`src/rtl/lwr_pkg.sv`:
```
// Constants shared by the wake output routing block: register map,
// field positions, reset values and the artificial wake timing.
// Assumes a single 20 MHz clock and a 32-bit AHB-Lite register bus.
package lwr_pkg;

	// Clock rate of hclk
	localparam longint unsigned LWR_CLK_HZ = 64'd20000000;

	// Artificial wake spacing, 2 h 16 min 32 s, in seconds
	localparam longint unsigned LWR_AWAKE_PERIOD_S = 64'd8192;
	localparam longint unsigned LWR_AWAKE_CYCLES = LWR_AWAKE_PERIOD_S * LWR_CLK_HZ;
	localparam int LWR_AWAKE_W = 38;

	// Register byte offsets
	localparam logic [7:0] LWR_POWER_OFS = 8'h00;
	localparam logic [7:0] LWR_CHAN_OFS = 8'h04;
	localparam logic [7:0] LWR_TEST_OFS = 8'h08;
	localparam logic [7:0] LWR_CORR_OFS = 8'h0c;
	localparam logic [7:0] LWR_STAT_OFS = 8'h10;

	// Power register fields
	localparam int LWR_P_CHAN_EN = 0;
	localparam int LWR_P_ANT_A = 4;
	localparam int LWR_P_ANT_B = 5;

	// Channel select register fields
	localparam int LWR_C_SEL_LO = 0;
	localparam int LWR_C_SEL_HI = 1;
	localparam int LWR_C_RSSI_LO = 2;
	localparam int LWR_C_RSSI_HI = 3;
	localparam int LWR_C_DAMP = 4;
	localparam int LWR_C_RELEASE = 5;

	// Test register fields
	localparam int LWR_T_ROUTE_EN = 0;
	localparam int LWR_T_SEL_LO = 1;
	localparam int LWR_T_SEL_HI = 2;
	localparam int LWR_T_STEP = 4;
	localparam int LWR_T_AWAKE_EN = 5;

	// Correlator register fields
	localparam int LWR_M_CORR_OFF = 0;
	localparam int LWR_M_DOUBLE = 1;
	localparam int LWR_M_ZB_LO = 2;
	localparam int LWR_M_ZB_HI = 3;
	localparam int LWR_M_TAU = 4;

	// Status register fields
	localparam int LWR_S_LATCH = 0;
	localparam int LWR_S_CHAN = 1;
	localparam int LWR_S_ART = 4;
	localparam int LWR_S_CS = 5;
	localparam int LWR_S_DATA = 6;

	// Values after reset and writable bit masks
	localparam logic [5:0] LWR_POWER_RST = 6'h00;
	localparam logic [5:0] LWR_CHAN_RST = 6'h00;
	localparam logic [5:0] LWR_TEST_RST = 6'h10;
	localparam logic [5:0] LWR_CORR_RST = 6'h18;
	localparam logic [5:0] LWR_POWER_MASK = 6'h37;
	localparam logic [5:0] LWR_CHAN_MASK = 6'h3f;
	localparam logic [5:0] LWR_TEST_MASK = 6'h37;
	localparam logic [5:0] LWR_CORR_MASK = 6'h1f;

	// Largest zero half-bit tolerance the correlators accept
	localparam logic [1:0] LWR_ZB_MAX = 2'h2;

	// Source driven onto a digital output pin
	typedef enum logic [1:0] {
		LWR_SRC_COMBINED,
		LWR_SRC_DATA,
		LWR_SRC_WAKE,
		LWR_SRC_IDLE
	} lwr_src_e;

endpackage

```
`src/rtl/lwr_wake_route.sv`:
```
// Wake output routing, artificial wake generator and receiver control
// bits of a three-channel LF wake receiver, with an AHB-Lite slave.
// Assumes channel wake/data and chip select arrive asynchronously;
// the pad ring turns rssi_out/rssi_oe_n into a tristate pin.
//
// What this block does
// - level_step_high selects high RSSI step, zero selects low step.
// - Two antenna route bits pick one of three antenna connection modes.
// - Both antenna route bits set short all differential inputs.
// - input_damping_enable switches damping resistor across channel inputs.
// - Digital RSSI mode with channel select 11 puts combined wake on RSSI.
// - RSSI pin driven only while chip select high, else high impedance.
// - Normally the wake pin shows the OR of all three channel wakes.
// - Test route with select 01 puts selected channel wake on wake pin.
// - Test route with select 00 puts selected channel data on wake pin.
// - Routed data is the raw detector stream fed to the correlator.
// - Digital RSSI mode puts the selected single-channel signal on RSSI pin.
// - Per-channel wakes stay readable until cleared; controller checks first.
// - Combined wake pin and single-channel RSSI pin work at once.
// - Enabled generator raises a wake every 2 h 16 min 32 s.
// - Generator counter runs from reset; artificial_wake_enable only gates its wakes.
// - First artificial wake comes anywhere within one period of enabling.
// - Generator counter is reset only by hresetn, never by wake clearing.
// - Correlators tolerate zero to two invalid zero half-bits.
// - threshold_tau_large picks large or small threshold filter constant.
// - wake_release high forces wake pin high, except in test data route (select 00); writing zero re-arms.
// - Wake pin asserted after power-on until release toggled.
module lwr_wake_route
	import lwr_pkg::*;
#(
	parameter longint unsigned AWAKE_CYCLES = LWR_AWAKE_CYCLES
) (
	input wire logic hclk,
	input wire logic hresetn,
	input wire logic hsel,
	input wire logic [31:0] haddr,
	input wire logic [1:0] htrans,
	input wire logic hwrite,
	input wire logic [2:0] hsize,
	input wire logic [31:0] hwdata,
	input wire logic hready,
	output logic hreadyout,
	output logic [31:0] hrdata,
	output logic hresp,
	input wire logic [2:0] chan_wake,
	input wire logic [2:0] chan_data,
	input wire logic chip_select,
	output logic wake_n,
	output logic rssi_out,
	output logic rssi_oe_n,
	output logic rssi_analog_en,
	output logic [2:0] chan_enable,
	output logic [1:0] antenna_route,
	output logic input_short,
	output logic input_damping_enable,
	output logic level_step_high,
	output logic threshold_tau_large,
	output logic [1:0] zero_bit_tolerance,
	output logic correlator_off,
	output logic double_pattern
);

	// Register map: four six-bit control words and one status word.
	// Only bits [5:0] of each write are kept; the rest read as zero.
	// Reserved bits are masked on write so software cannot set them,
	// while the unused test select codes 1x stay writable and idle the pin high.
	// Unmapped offsets answer OKAY with zero data; no error response
	// is ever raised, so a wrong address is silent to the master.
	// Registers written by software
	logic [5:0] power_reg;
	logic [5:0] chan_reg;
	logic [5:0] test_reg;
	logic [5:0] corr_reg;

	// Bus pipeline state
	logic wr_pend_reg;
	logic rd_pend_reg;
	logic hit_reg;
	logic [7:0] addr_reg;
	logic hreadyout_reg;
	logic [31:0] hrdata_reg;

	// Synchronisers for asynchronous inputs: stage one, stage two
	logic [6:0] meta_reg;
	logic [6:0] sync_reg;

	// Wake state
	logic wake_latch_reg;
	logic [2:0] chan_sticky_reg;
	logic art_sticky_reg;
	logic [LWR_AWAKE_W-1:0] awake_cnt_reg;
	logic awake_pulse_reg;

	// Pin and control output flops
	logic wake_n_reg;
	logic rssi_out_reg;
	logic rssi_oe_n_reg;
	logic rssi_analog_reg;
	logic [2:0] chan_en_reg;
	logic [1:0] ant_reg;
	logic short_reg;
	logic damp_reg;
	logic step_reg;
	logic tau_reg;
	logic [1:0] zb_reg;
	logic corr_off_reg;
	logic double_reg;

	// Address phase decode
	wire take = hsel & htrans[1] & hready;
	wire addr_hit = (haddr[31:8] == 24'h000000);

	// Data phase write strobes, unmapped writes fall through unused
	wire wr_ok = wr_pend_reg & hit_reg;
	wire wr_power = wr_ok & (addr_reg == LWR_POWER_OFS);
	wire wr_chan = wr_ok & (addr_reg == LWR_CHAN_OFS);
	wire wr_test = wr_ok & (addr_reg == LWR_TEST_OFS);
	wire wr_corr = wr_ok & (addr_reg == LWR_CORR_OFS);
	wire [5:0] wdata6 = hwdata[5:0];

	// Synchronised views
	wire [2:0] wake_sync = sync_reg[2:0];
	wire [2:0] data_sync = sync_reg[5:3];
	wire cs_sync = sync_reg[6];

	// Decoded control bits
	wire [1:0] chan_sel = {chan_reg[LWR_C_SEL_HI], chan_reg[LWR_C_SEL_LO]};
	wire [1:0] test_sel = {test_reg[LWR_T_SEL_HI], test_reg[LWR_T_SEL_LO]};
	wire test_route_enable = test_reg[LWR_T_ROUTE_EN];
	wire wake_release = chan_reg[LWR_C_RELEASE];
	wire artificial_wake_enable = test_reg[LWR_T_AWAKE_EN];
	wire rssi_digital = chan_reg[LWR_C_RSSI_HI] & ~chan_reg[LWR_C_RSSI_LO];
	wire [1:0] zb_code = {corr_reg[LWR_M_ZB_HI], corr_reg[LWR_M_ZB_LO]};

	// Status word and read mux
	wire [31:0] stat_word = {23'h000000, data_sync, cs_sync, art_sticky_reg, chan_sticky_reg, wake_latch_reg};
	wire [31:0] rdata_mux =
		~hit_reg ? 32'h00000000 :
		(addr_reg == LWR_POWER_OFS) ? {26'h0000000, power_reg} :
		(addr_reg == LWR_CHAN_OFS) ? {26'h0000000, chan_reg} :
		(addr_reg == LWR_TEST_OFS) ? {26'h0000000, test_reg} :
		(addr_reg == LWR_CORR_OFS) ? {26'h0000000, corr_reg} :
		(addr_reg == LWR_STAT_OFS) ? stat_word : 32'h00000000;

	wire awake_wrap = (awake_cnt_reg == LWR_AWAKE_W'(AWAKE_CYCLES - 64'd1));
	wire [LWR_AWAKE_W-1:0] awake_cnt_next = awake_wrap ? '0 : awake_cnt_reg + LWR_AWAKE_W'(1);

	// Channel wakes gated by channel enables
	wire [2:0] chan_hit = wake_sync & chan_en_reg;
	wire wake_set = (|chan_hit) | awake_pulse_reg;

	// Channel select 11 picks no single channel; padded lane reads zero
	wire [3:0] sticky_pad = {1'b0, chan_sticky_reg};
	wire [3:0] data_pad = {1'b0, data_sync};
	// Raw detector stream of chosen channel
	wire sel_data = data_pad[chan_sel];
	// Sticky single-channel wake of chosen channel
	wire sel_wake = sticky_pad[chan_sel];

	// Test selection onto a pin; codes 1x are unused and idle high
	wire lwr_src_e test_src =
		(test_sel == 2'b00) ? LWR_SRC_DATA :
		(test_sel == 2'b01) ? LWR_SRC_WAKE : LWR_SRC_IDLE;
	// Channel select 11 on RSSI means combined wake
	wire lwr_src_e rssi_src = (chan_sel == 2'b11) ? LWR_SRC_COMBINED : test_src;
	// Normal wake pin shows the combined latch
	wire lwr_src_e wake_src = test_route_enable ? test_src : LWR_SRC_COMBINED;

	// Pin levels; wakes are active low, data passes true
	wire wake_pin_next =
		(wake_src == LWR_SRC_COMBINED) ? ~wake_latch_reg :
		(wake_src == LWR_SRC_DATA) ? sel_data :
		(wake_src == LWR_SRC_WAKE) ? ~sel_wake : 1'b1;
	wire rssi_pin_next =
		(rssi_src == LWR_SRC_COMBINED) ? ~wake_latch_reg :
		(rssi_src == LWR_SRC_DATA) ? sel_data :
		(rssi_src == LWR_SRC_WAKE) ? ~sel_wake : 1'b1;

	// Code 00 would ask for three invalid half-bits, more than the
	// correlators support; it is clamped rather than refused so an
	// old setting still gives the most tolerant legal behaviour.
	// Tolerance saturates at two, so code 00 gives two
	wire [1:0] zb_next =
		(zb_code == 2'b11) ? 2'h0 :
		(zb_code == 2'b10) ? 2'h1 : LWR_ZB_MAX;

	// Channel wake, detector data and chip select come from the
	// analog side and the controller, not from hclk, so every one is
	// resynchronised before use. The two-cycle latency is part of the
	// wake timing the controller sees and is not hidden anywhere.
	// Two-flop synchronisers; stage one read only by stage two
	always_ff @(posedge hclk or negedge hresetn) begin
		if (!hresetn) begin
			meta_reg <= '0;
			sync_reg <= '0;
		end else begin
			meta_reg <= {chip_select, chan_data, chan_wake};
			sync_reg <= meta_reg;
		end
	end

	// Address phase capture; read takes one wait state so a write
	// in the preceding data phase is always seen by the read
	always_ff @(posedge hclk or negedge hresetn) begin
		if (!hresetn) begin
			wr_pend_reg <= 1'b0;
			rd_pend_reg <= 1'b0;
			hit_reg <= 1'b0;
			addr_reg <= 8'h00;
			hreadyout_reg <= 1'b1;
			hrdata_reg <= 32'h00000000;
		end else begin
			wr_pend_reg <= take & hwrite;
			rd_pend_reg <= take & ~hwrite;
			if (take) begin
				hit_reg <= addr_hit;
				addr_reg <= haddr[7:0];
			end
			if (take & ~hwrite) begin
				hreadyout_reg <= 1'b0;
			end else if (rd_pend_reg) begin
				hreadyout_reg <= 1'b1;
				hrdata_reg <= rdata_mux;
			end
		end
	end

	// Register writes in the data phase; reserved bits stay zero
	always_ff @(posedge hclk or negedge hresetn) begin
		if (!hresetn) begin
			power_reg <= LWR_POWER_RST;
			chan_reg <= LWR_CHAN_RST;
			test_reg <= LWR_TEST_RST;
			corr_reg <= LWR_CORR_RST;
		end else begin
			if (wr_power)
				power_reg <= wdata6 & LWR_POWER_MASK;
			if (wr_chan)
				chan_reg <= wdata6 & LWR_CHAN_MASK;
			if (wr_test)
				test_reg <= wdata6 & LWR_TEST_MASK;
			if (wr_corr)
				corr_reg <= wdata6 & LWR_CORR_MASK;
		end
	end

	// The counter is deliberately not gated by the enable bit: it runs
	// from reset, and the enable only masks the overflow request. This
	// costs a little power but keeps the period fixed once enabled.
	// Limitation: the first wake after enabling lands anywhere in the
	// first period, so software must not time anything from the enable.
	// Counter cleared only by power-on reset, never by release
	// Free phase against the enable gives an undefined first wake
	always_ff @(posedge hclk or negedge hresetn) begin
		if (!hresetn) begin
			awake_cnt_reg <= '0;
			awake_pulse_reg <= 1'b0;
		end else begin
			awake_cnt_reg <= awake_cnt_next;
			awake_pulse_reg <= awake_wrap & artificial_wake_enable;
		end
	end

	// The latch is the single source of the combined wake; both pins
	// read it, so the two views can never disagree. Release is a level,
	// not a pulse: while it stays high every new wake is dropped, which
	// is why software must write it back to zero promptly.
	// A wake arriving in the same cycle as release is lost by design.
	// Latch comes up set after power-on
	// Release held high keeps latch clear, winning over new wakes
	always_ff @(posedge hclk or negedge hresetn) begin
		if (!hresetn) begin
			wake_latch_reg <= 1'b1;
		end else if (wake_release) begin
			wake_latch_reg <= 1'b0;
		end else if (wake_set) begin
			wake_latch_reg <= 1'b1;
		end
	end

	// Artificial flag lets software tell the sources apart
	always_ff @(posedge hclk or negedge hresetn) begin
		if (!hresetn) begin
			chan_sticky_reg <= 3'h0;
			art_sticky_reg <= 1'b0;
		end else if (wake_release) begin
			chan_sticky_reg <= 3'h0;
			art_sticky_reg <= 1'b0;
		end else begin
			chan_sticky_reg <= chan_sticky_reg | chan_hit;
			art_sticky_reg <= art_sticky_reg | awake_pulse_reg;
		end
	end

	// Pin drivers are flopped so a change of routing never glitches a
	// pin the controller may be watching on an interrupt input. The
	// RSSI driver enable follows the synchronised chip select, so the
	// pin floats for a few cycles after select rises; that settling
	// delay is the price of keeping the select pin glitch safe.
	// Single wake on wake pin in test route
	// Data stream on wake pin in test route
	always_ff @(posedge hclk or negedge hresetn) begin
		if (!hresetn) begin
			wake_n_reg <= 1'b0;
			rssi_out_reg <= 1'b1;
			rssi_oe_n_reg <= 1'b1;
			rssi_analog_reg <= 1'b0;
		end else begin
			wake_n_reg <= wake_pin_next;
			// Digital RSSI carries the chosen signal
			rssi_out_reg <= rssi_pin_next;
			// Driver off whenever chip select is low
			rssi_oe_n_reg <= ~(cs_sync & rssi_digital);
			rssi_analog_reg <= cs_sync & ~rssi_digital;
		end
	end

	// These bits steer switches and bias in the analog front end. Each
	// takes effect one cycle after the register write, which is far
	// below any settling time of the analog parts, so no handshake is
	// needed with the front end.
	// Analog and correlator control, flopped so outputs never glitch
	always_ff @(posedge hclk or negedge hresetn) begin
		if (!hresetn) begin
			chan_en_reg <= 3'h0;
			ant_reg <= 2'h0;
			short_reg <= 1'b0;
			damp_reg <= 1'b0;
			step_reg <= 1'b1;
			tau_reg <= 1'b1;
			zb_reg <= LWR_ZB_MAX;
			corr_off_reg <= 1'b0;
			double_reg <= 1'b0;
		end else begin
			chan_en_reg <= power_reg[LWR_P_CHAN_EN +: 3];
			ant_reg <= {power_reg[LWR_P_ANT_B], power_reg[LWR_P_ANT_A]};
			// Both route bits short the inputs
			short_reg <= power_reg[LWR_P_ANT_B] & power_reg[LWR_P_ANT_A];
			damp_reg <= chan_reg[LWR_C_DAMP];
			step_reg <= test_reg[LWR_T_STEP];
			tau_reg <= corr_reg[LWR_M_TAU];
			zb_reg <= zb_next;
			corr_off_reg <= corr_reg[LWR_M_CORR_OFF];
			double_reg <= corr_reg[LWR_M_DOUBLE];
		end
	end

	// Outputs straight from flops, hresp tied low
	assign hreadyout = hreadyout_reg;
	assign hrdata = hrdata_reg;
	assign hresp = 1'b0;
	assign wake_n = wake_n_reg;
	assign rssi_out = rssi_out_reg;
	assign rssi_oe_n = rssi_oe_n_reg;
	assign rssi_analog_en = rssi_analog_reg;
	assign chan_enable = chan_en_reg;
	assign antenna_route = ant_reg;
	assign input_short = short_reg;
	assign input_damping_enable = damp_reg;
	assign level_step_high = step_reg;
	assign threshold_tau_large = tau_reg;
	assign zero_bit_tolerance = zb_reg;
	assign correlator_off = corr_off_reg;
	assign double_pattern = double_reg;

endmodule

```
`config.mk`:
```
export PLATFORM = sky130hd
export DESIGN_NAME = lwr_wake_route
export DESIGN_NICKNAME = d
export VERILOG_FILES = /design/src/rtl/lwr_pkg.sv /design/src/rtl/lwr_wake_route.sv
export SDC_FILE = /design/constraint.sdc
export NUM_CORES = 1
export LEC_CHECK = 0
export ABC_CLOCK_PERIOD_IN_PS = 5200
export BUFFER_PORTS_ARGS = -buffer_cell sky130_fd_sc_hd__buf_2
export CAP_MARGIN = 15
export CORE_MARGIN = 2
export CORE_UTILIZATION = 46
export DETAILED_ROUTE_END_ITERATION = 8
export PLACE_DENSITY = 0.71
export SETUP_SLACK_MARGIN = 0.4
export SYNTH_ARGS = -nofsm -noshare
export SYNTH_HDL_FRONTEND = slang
export SYNTH_SLANG_ARGS = --single-unit
```
`constraint.sdc`:
```
create_clock -name hclk -period 5.2 [get_ports hclk]
set_clock_uncertainty 0.05 [all_clocks]
set_input_delay 1.56 -clock hclk [delete_from_list [all_inputs] [get_ports hclk]]
set_output_delay 1.56 -clock hclk [all_outputs]
set_load 0.005 [all_outputs]
```
=== Word level (Yosys, flattened, before mapping) ===
Index checks and enable logic that the tools add are counted.

* Input bits: 81
* Output and inout port bits: 51
* Flip-flop bits (word level): 140
* Logic and storage cells: 108

* Magnitude comparators: 1
* Reduce and logical (&&, ||, !) cells: 9
* Bitwise operators: 25
* Add/subtract/negate cells: 1
* Eq/ne operators: 13
* Multiplexer cells: 29

{| class="wikitable"
|+ Operator list
! cell !! number
|-
| $mux W9 || 6
|-
| $add A38 B1 Y38 const B || 1
|-
| $eq A38 B38 Y1 const B || 1
|-
| $mux W38 || 1
|-
| $logic_not A24 Y1 || 1
|-
| $eq A8 B4 Y1 const B || 2
|-
| $and A1 B1 Y1 || 14
|-
| $mux W1 || 14
|-
| $eq A2 B2 Y1 const B || 5
|-
| $mux W2 || 5
|-
| $eq A8 B3 Y1 const B || 1
|-
| $eq A8 B5 Y1 const B || 1
|-
| $logic_not A8 Y1 || 1
|-
| $not A1 Y1 || 7
|-
| $eq A2 B1 Y1 const B || 3
|-
| $logic_not A2 Y1 || 3
|-
| $bmux W1 S2 || 2
|-
| $reduce_bool A2 Y1 || 2
|-
| $and A3 B3 Y3 || 1
|-
| $lt A2 B3 Y1 const B || 1
|-
| $mux W3 || 1
|-
| $or A3 B3 Y3 || 1
|-
| $reduce_or A3 Y1 || 1
|-
| $or A1 B1 Y1 || 2
|-
| $reduce_and A2 Y1 || 1
|}

=== Logic depth before layout (Yosys ltp) ===
Gate-level depths: netlist (run 1).

* Depth in word-level cells: 8
* Depth in mapped cells: 6

=== Least setup slack after synthesis (run 1) ===
No wires, ideal clock.

* Path type: input to register
* Start: input hsel
* End: register hrdata_reg[6] (netlist: hrdata[6])
* Data required time: 5,083 ps
* Setup slack: 2,591 ps
* Library setup time: 67 ps
* Buffers on the path: 0
* Arrival: 2,492 ps
* Stages: 5
* Cell sequence: nand3_1 nor2_1 nand3b_1 nor4_1 a22o_1

* Longest elaborated chain between the ends: 5

{| class="wikitable"
|+ RTL lines
! what !! RTL line !! source
|-
| from (decl) || lwr_wake_route.sv:35 || <nowiki>input wire logic hsel,</nowiki>
|-
| $and A1 B1 Y1 (2 in series) || lwr_wake_route.sv:110 || <nowiki>wire take = hsel & htrans[1] & hready;</nowiki>
|-
| $and A1 B1 Y1 || lwr_wake_route.sv:219 || <nowiki>if (take & ~hwrite) begin</nowiki>
|-
| $not A1 Y1 (no source line) || - ||
|-
| $reduce_and A2 Y1 (no source line) || - ||
|-
| to (signal assigned) || lwr_wake_route.sv:223 || <nowiki>hrdata_reg <= rdata_mux;</nowiki>
|-
| to (decl) || lwr_wake_route.sv:81 || <nowiki>logic [31:0] hrdata_reg;</nowiki>
|}

Every way passes these cells.
A chain may end at the register's enable or synchronous reset.

=== Final worst setup path (run 1) ===
* Start: input hready
* End: register hrdata_reg[2] (netlist: hrdata[2])

* Longest elaborated chain between the ends: 4

{| class="wikitable"
|+ RTL lines
! what !! RTL line !! source
|-
| from (decl) || lwr_wake_route.sv:41 || <nowiki>input wire logic hready,</nowiki>
|-
| $and A1 B1 Y1 || lwr_wake_route.sv:110 ||
|-
| $and A1 B1 Y1 || lwr_wake_route.sv:219 ||
|-
| $not A1 Y1 (no source line) || - ||
|-
| $reduce_and A2 Y1 (no source line) || - ||
|}

Every way passes these cells.

==> impl_metrics.json, run 1 <==
{
  "clk_pin_slew_ps": 60,
  "async_flop_share_pct": 100,
  "layout.nets": 619,
  "htree_levels": 4,
  "synth_largest_area_cell": "dfrtp_1",
  "antenna_found_initial": 0,
  "dpl.hpwl_um": 7500,
  "io_buffers": 77,
  "crit_start": "hready",
  "start_util_pct": 47.0,
  "grt_pass1_vias": 3676,
  "drt_iter0_drc": 252,
  "syn_area_um2": 5070,
  "crit_chain": "buf_2 > nand3_1 > o21ai_1 > nor3_1 > a21oi_1 > o21ai_0",
  "yosysWarningCount": 0,
  "ant_nets": 0,
  "dp_slack_ps": 1800,
  "via_per_inst": 5.33,
  "critPathMaxFanout": 13,
  "synth.top_cell.area_share_pct": 52.8,
  "yosys_register_bits": 117,
  "fin_crit_ps": 2880,
  "endpoint_kind": "flop",
  "critPathSlowestCell": "o21ai_1",
  "clock_path_buffers": 2,
  "avgRoutedWirePerCell_um": 15.5,
  "root_buffer": "clkbuf_8",
  "holdBufCountCts": 0,
  "avgSynthCellArea_um2": 11.3,
  "boundaryPins": 132,
  "p_seq_share_pct": 43.7,
  "grt_pass1_wl_um": 18000,
  "maxCapViolCount": 0,
  "place.gp.congestion": 0.913,
  "cpPeakStageDelay_ps": 760,
  "hold_viol_final": 0,
  "drive_gt1_share_pct": 28.2,
  "cp.arrival_ps": 3210,
  "synth_top_flop_cell": "dfrtp_1",
  "synthDistinctLibCells": 53,
  "finalWirelength_um": 10700,
  "post_cts_resize_count": 0,
  "cp.buffers_inverters": 1,
  "tns_ps": 0,
  "worstSetupPathType": "input port to flop",
  "clk_latency_ps": 510,
  "syn2layout_area_growth_pct": 20.5,
  "tightest_slew_ps": 744,
  "max_freq_mhz": 347,
  "slew_headroom_pct": 50.1,
  "gr-usage-all-layers_pct": 19.7,
  "synth.area.top_cells": "dfrtp_1 53%, mux2_2 6.7%, dfstp_2 5.2%, buf_4 3.6%, nor2_1 3.5%",
  "cpLargestDelayFamily": "compound AO/OA/AOI/OAI gates",
  "cts_tree": "built",
  "p_leak_nw": 2.83,
  "power_frac_comb_pct": 5.4,
  "largest_register_ffs": 38,
  "cts.sinks": 117,
  "cts_setup_buffers": 0,
  "n_antenna_cell": 0,
  "finalMaxSlewViolations": 0,
  "vias": 3678,
  "drc_errors": 0,
  "finalWorstSetupSlack_ps": 2320,
  "coreArea_um2": 10800,
  "r2r-start": "awake_cnt_reg[9]",
  "grt_max_degree": 60,
  "grt_overflow": 0,
  "synthCells": 447,
  "die_x_um": 109,
  "status": "completed",
  "final_common_cell": "dfrtp_1",
  "p_sw_mw": 0.557,
  "synth_seq_area_share_pct": 58.0,
  "die-area_um2": 11900,
  "crit_path_start_kind": "input port",
  "cts_made_buffers": 17,
  "clock_power_share_pct": 50.9,
  "rsz0062_at_grt": "no",
  "p_per_area_nw_per_um2": 369,
  "die_h_um": 109,
  "firstDrtPassIters": 4,
  "synth_edf_count": 0,
  "p_int_mw": 1.70,
  "num_rows": 38,
  "hold_path.class": "flop to flop",
  "hold_start": "meta_reg[6]",
  "finalSetupViolations": 0,
  "final_cell_mix": "107 x dfrtp_1, 76 x buf_2, 47 x nor2_1, 33 x nand2_1, 30 x mux2_2",
  "peakVddDrop_mv": 0.212,
  "cp.required_ps": 5530,
  "p_sw_share_pct": 24.7,
  "post-route-period-util_pct": 55.4
}
==> cell type report <==
class,count,area (um^2)
Multi-Input combinational cell,306,1950
Tap cell,140,175
Clock buffer,18,418
Sequential cell,117,2940
Timing Repair Buffer,79,403
Fill cell,928,4690
Clock inverter,14,164
Inverter,16,60.1
==> cells in the mapped netlist (2+ instances only) <==
library cell	n
and4_1	3
nand3_1	24
and2_1	3
nor3b_1	2
a22oi_1	2
or3_1	2
or4_1	3
a21boi_0	2
clkbuf_1	4
xor2_1	13
inv_1	15
o21ai_1	2
nand4_2	2
a22o_1	3
nor3_1	6
nand2_1	33
xnor2_1	16
a21oi_1	13
mux2i_1	3
nor2_1	47
buf_2	2
nor4b_1	2
nand3b_1	3
o31ai_1	7
dfrtp_1	107
nor4_1	10
dfstp_2	10
mux2_2	30
nand4_1	11
a221oi_1	6
buf_4	24
o21ai_0	9
and3_1	8
==> power groups by stage <==
stage	Combinational [mW]	Sequential [mW]	Clock (mW)
2_1_floorplan	0.0858	0.980	0
3_3_place_gp	0.118	0.998	0
3_5_place_dp	0.122	0.999	0
4_1_cts	0.124	0.984	1.16
5_1_grt	0.139	0.989	1.21
6_report	0.123	0.985	1.15
==> logic make-up (layout without fill, tap and decap cells) <==
group | count (synthesis) | count (layout) | synth area share [%]
simple gates | 166 | 166 | 17.0
compound gates | 53 | 53 | 7.06
buf+inv | 47 | 127 | 5.31
xor+xnor | 29 | 29 | 5.01
flops | 117 | 117 | 58.0
other cells | 1 | 24 | 0.0740
fa+ha+maj | 1 | 1 | 0.247
mux | 33 | 33 | 7.26
==> worst reg2reg max path: cells and delay by family (launching register included) <==
| family | cells | cell delay (ps) |
|---|---|---|
| DFF | 1 | 450 |
| and+or+nand+nor | 5 | 1670 |
==> per-layer routing <==
metal  vias up  wire length [um]  track usage (%)
li1       1713                 -                -
met1      1849              4540             24.9
met2       102              5480             32.9
met3        14               541             5.26
met4         0               127             6.23
met5         -                 0                0
==> worst paths after layout <==
check / cells past startpoint / slack [ps] / endpoint
setup / recovery: 6 / 2320 / hrdata[2]
hold / removal: 0 / 300 / sync_reg[6]
setup reg to reg: 5 / 2900 / awake_cnt_reg[19]
hold reg to reg: 0 / 300 / sync_reg[6]
max in group asynchronous: 2 / 3170 / awake_cnt_reg[25]
min in group asynchronous: 1 / 1040 / meta_reg[5]
==> through the flow <==
| step | util [%] | total power, mW | cell area, um^2 | std cells | hold WS (ps) |
|---|---|---|---|---|---|
| floorplan | - | 1.07 | 5150 | 470 | 281 |
| detailed placement | 51.2 | 1.12 | 5520 | 658 | 286 |
| finish | 56.6 | 2.25 | 6110 | 690 | 298 |
| global route | 56.6 | 2.33 | 6110 | 690 | 320 |
| CTS | 56.6 | 2.26 | 6110 | 690 | 300 |
| global placement | 51.2 | 1.12 | 5520 | 658 | 285 |
Note: power is estimated with default switching activity, not from simulation.
==> inputs of run 2 (changes only) <==
--- a/config.mk
+++ b/config.mk
@@ -5,7 +5,7 @@
 export SDC_FILE = /design/constraint.sdc
 export NUM_CORES = 1
 export LEC_CHECK = 0
-export ABC_CLOCK_PERIOD_IN_PS = 5200
+export ABC_CLOCK_PERIOD_IN_PS = 3000
 export BUFFER_PORTS_ARGS = -buffer_cell sky130_fd_sc_hd__buf_2
 export CAP_MARGIN = 15
 export CORE_MARGIN = 2
==> constraint.sdc (replaced) <==
create_clock -name hclk -period 3 [get_ports hclk]
set_clock_uncertainty 0.05 [all_clocks]
set_input_delay 0.9 -clock hclk [delete_from_list [all_inputs] [get_ports hclk]]
set_output_delay 0.9 -clock hclk [all_outputs]
set_load 0.005 [all_outputs]
==> impl_metrics.json, run 2 (same netlist as run 1, synthesis figures left out) <==
{
  "status": "completed",
  "p_seq_share_pct": 44.8,
  "crit_chain": "and4_1 > nor4b_4 > nand3_2 > nor2_2 > nor2_1",
  "coreArea_um2": 10800,
  "boundaryPins": 132,
  "cts_tree": "built",
  "n_antenna_cell": 0,
  "io_buffers": 77,
  "gr-usage-all-layers_pct": 19.3,
  "start_util_pct": 47.0,
  "clock_path_buffers": 2,
  "p_int_mw": 2.86,
  "tightest_slew_ps": 687,
  "crit_start": "awake_cnt_reg[8]",
  "num_rows": 38,
  "die-area_um2": 11900,
  "final_common_cell": "dfrtp_1",
  "finalSetupViolations": 0,
  "peakVddDrop_mv": 0.316,
  "cpPeakStageDelay_ps": 610,
  "cts.sinks": 117,
  "avgRoutedWirePerCell_um": 15.1,
  "critPathMaxFanout": 15,
  "slew_headroom_pct": 54.2,
  "die_x_um": 109,
  "syn2layout_area_growth_pct": 20.6,
  "p_total_mw": 3.80,
  "fin_cells": 692,
  "r2r-start": "awake_cnt_reg[8]",
  "placed_cells": 660,
  "dp_slack_ps": 709,
  "post-route-period-util_pct": 78.3,
  "grt_util_met3_pct": 5.26,
  "r2r-end": "awake_cnt_reg[13]",
  "holdBufCountCts": 0,
  "worstSetupPathType": "flop to flop",
  "rsz0062_at_grt": "no",
  "drive_gt1_share_pct": 28.4,
  "grt_max_degree": 52,
  "hold_depth": 0,
  "critPathSlowestCell": "nor2_2",
  "finalWirelength_um": 10500,
  "endpoint_kind": "flop",
  "p_leak_nw": 2.83,
  "clock_power_share_pct": 49.5,
  "antenna_found_initial": 0,
  "post_cts_resize_count": 0,
  "vias": 3638,
  "grt_busiest_layer": "met2",
  "hold_viol_final": 0,
  "p_per_area_nw_per_um2": 622,
  "final_cell_mix": "107 x dfrtp_1, 76 x buf_2, 47 x nor2_1, 33 x nand2_1, 30 x mux2_2",
  "rrSetupSlack_ps": 650,
  "p_sw_share_pct": 24.8,
  "clk_latency_ps": 510,
  "crit_path_start_kind": "flop",
  "grt.met2_usage_pct": 31.4,
  "cp.required_ps": 3310,
  "cp.arrival_ps": 2660,
  "cts_made_buffers": 17,
  "hold_path.class": "flop to flop",
  "grt_pass1_wl_um": 17800,
  "max_freq_mhz": 426,
  "tns_ps": 0,
  "reg2reg_depth": 5,
  "fin_crit_ps": 2350,
  "finalMaxSlewViolations": 0,
  "drt_iter0_drc": 148,
  "grt_overflow": 0,
  "grt_pass1_vias": 3618,
  "maxCapViolCount": 0,
  "finalWorstSetupSlack_ps": 652,
  "die_h_um": 109,
  "place.gp.congestion": 0.872,
  "via_per_inst": 5.26,
  "ant_nets": 0,
  "power_frac_comb_pct": 5.7,
  "drc_errors": 0,
  "htree_levels": 4,
  "p_sw_mw": 0.945,
  "dpl.hpwl_um": 7390,
  "gr-usage-met1_pct": 25.1,
  "firstDrtPassIters": 4,
  "layout.nets": 621,
  "clk_pin_slew_ps": 60,
  "cts_setup_buffers": 0,
  "cp-endpoint": "awake_cnt_reg[13]",
  "root_buffer": "clkbuf_8",
  "largest_register_ffs": 38
}
-- run 2: power by group through the flow --
stage	Sequential [mW]	Clock (mW)	Combinational, mW
CTS	1.70	1.91	0.217
global route	1.71	2.00	0.245
detailed placement	1.73	0	0.214
floorplan	1.70	0	0.149
finish	1.71	1.88	0.215
global placement	1.73	0	0.209
-- run 2: final cells by class --
class / instances / area [um^2]
well taps: 140 / 175
inverters: 16 / 60.1
clock buffers: 18 / 418
fillers: 897 / 4680
flip-flops and latches: 117 / 2940
repair buffers: 81 / 430
multi-input cells: 306 / 1950
clock inverters: 14 / 141
-- run 2: per-layer routing --
layer / routed length (um) / vias to the layer above
met2: 5220 / 94
met5: 0 / -
met4: 129 / 0
li1: - / 1727
met1: 4660 / 1804
met3: 463 / 13
-- run 2: worst min path at each step --
stage,from,end,slack [ps]
global placement,meta_reg[6],sync_reg[6],290
detailed placement,meta_reg[5],sync_reg[5],290
CTS,meta_reg[5],sync_reg[5],300
finish,meta_reg[5],sync_reg[5],300
floorplan,meta_reg[0],sync_reg[0],280
global route,meta_reg[4],sync_reg[4],320
-- run 2: stage by stage --
| stage | cell area (um^2) | utilization, % | hold slack [ps] |
|---|---|---|---|
| finish | 6110 | 56.6 | 300 |
| global placement | 5550 | 51.4 | 286 |
| CTS | 6110 | 56.6 | 304 |
| floorplan | 5150 | - | 281 |
| detailed placement | 5550 | 51.4 | 289 |
| global route | 6110 | 56.6 | 316 |
-- run 2: worst max-delay path, delay by kind of cell, from the launching register on --
kind / cells / cell delay, ps
AND/OR/NAND/NOR: 5 / 1730
flip-flops: 1 / 420
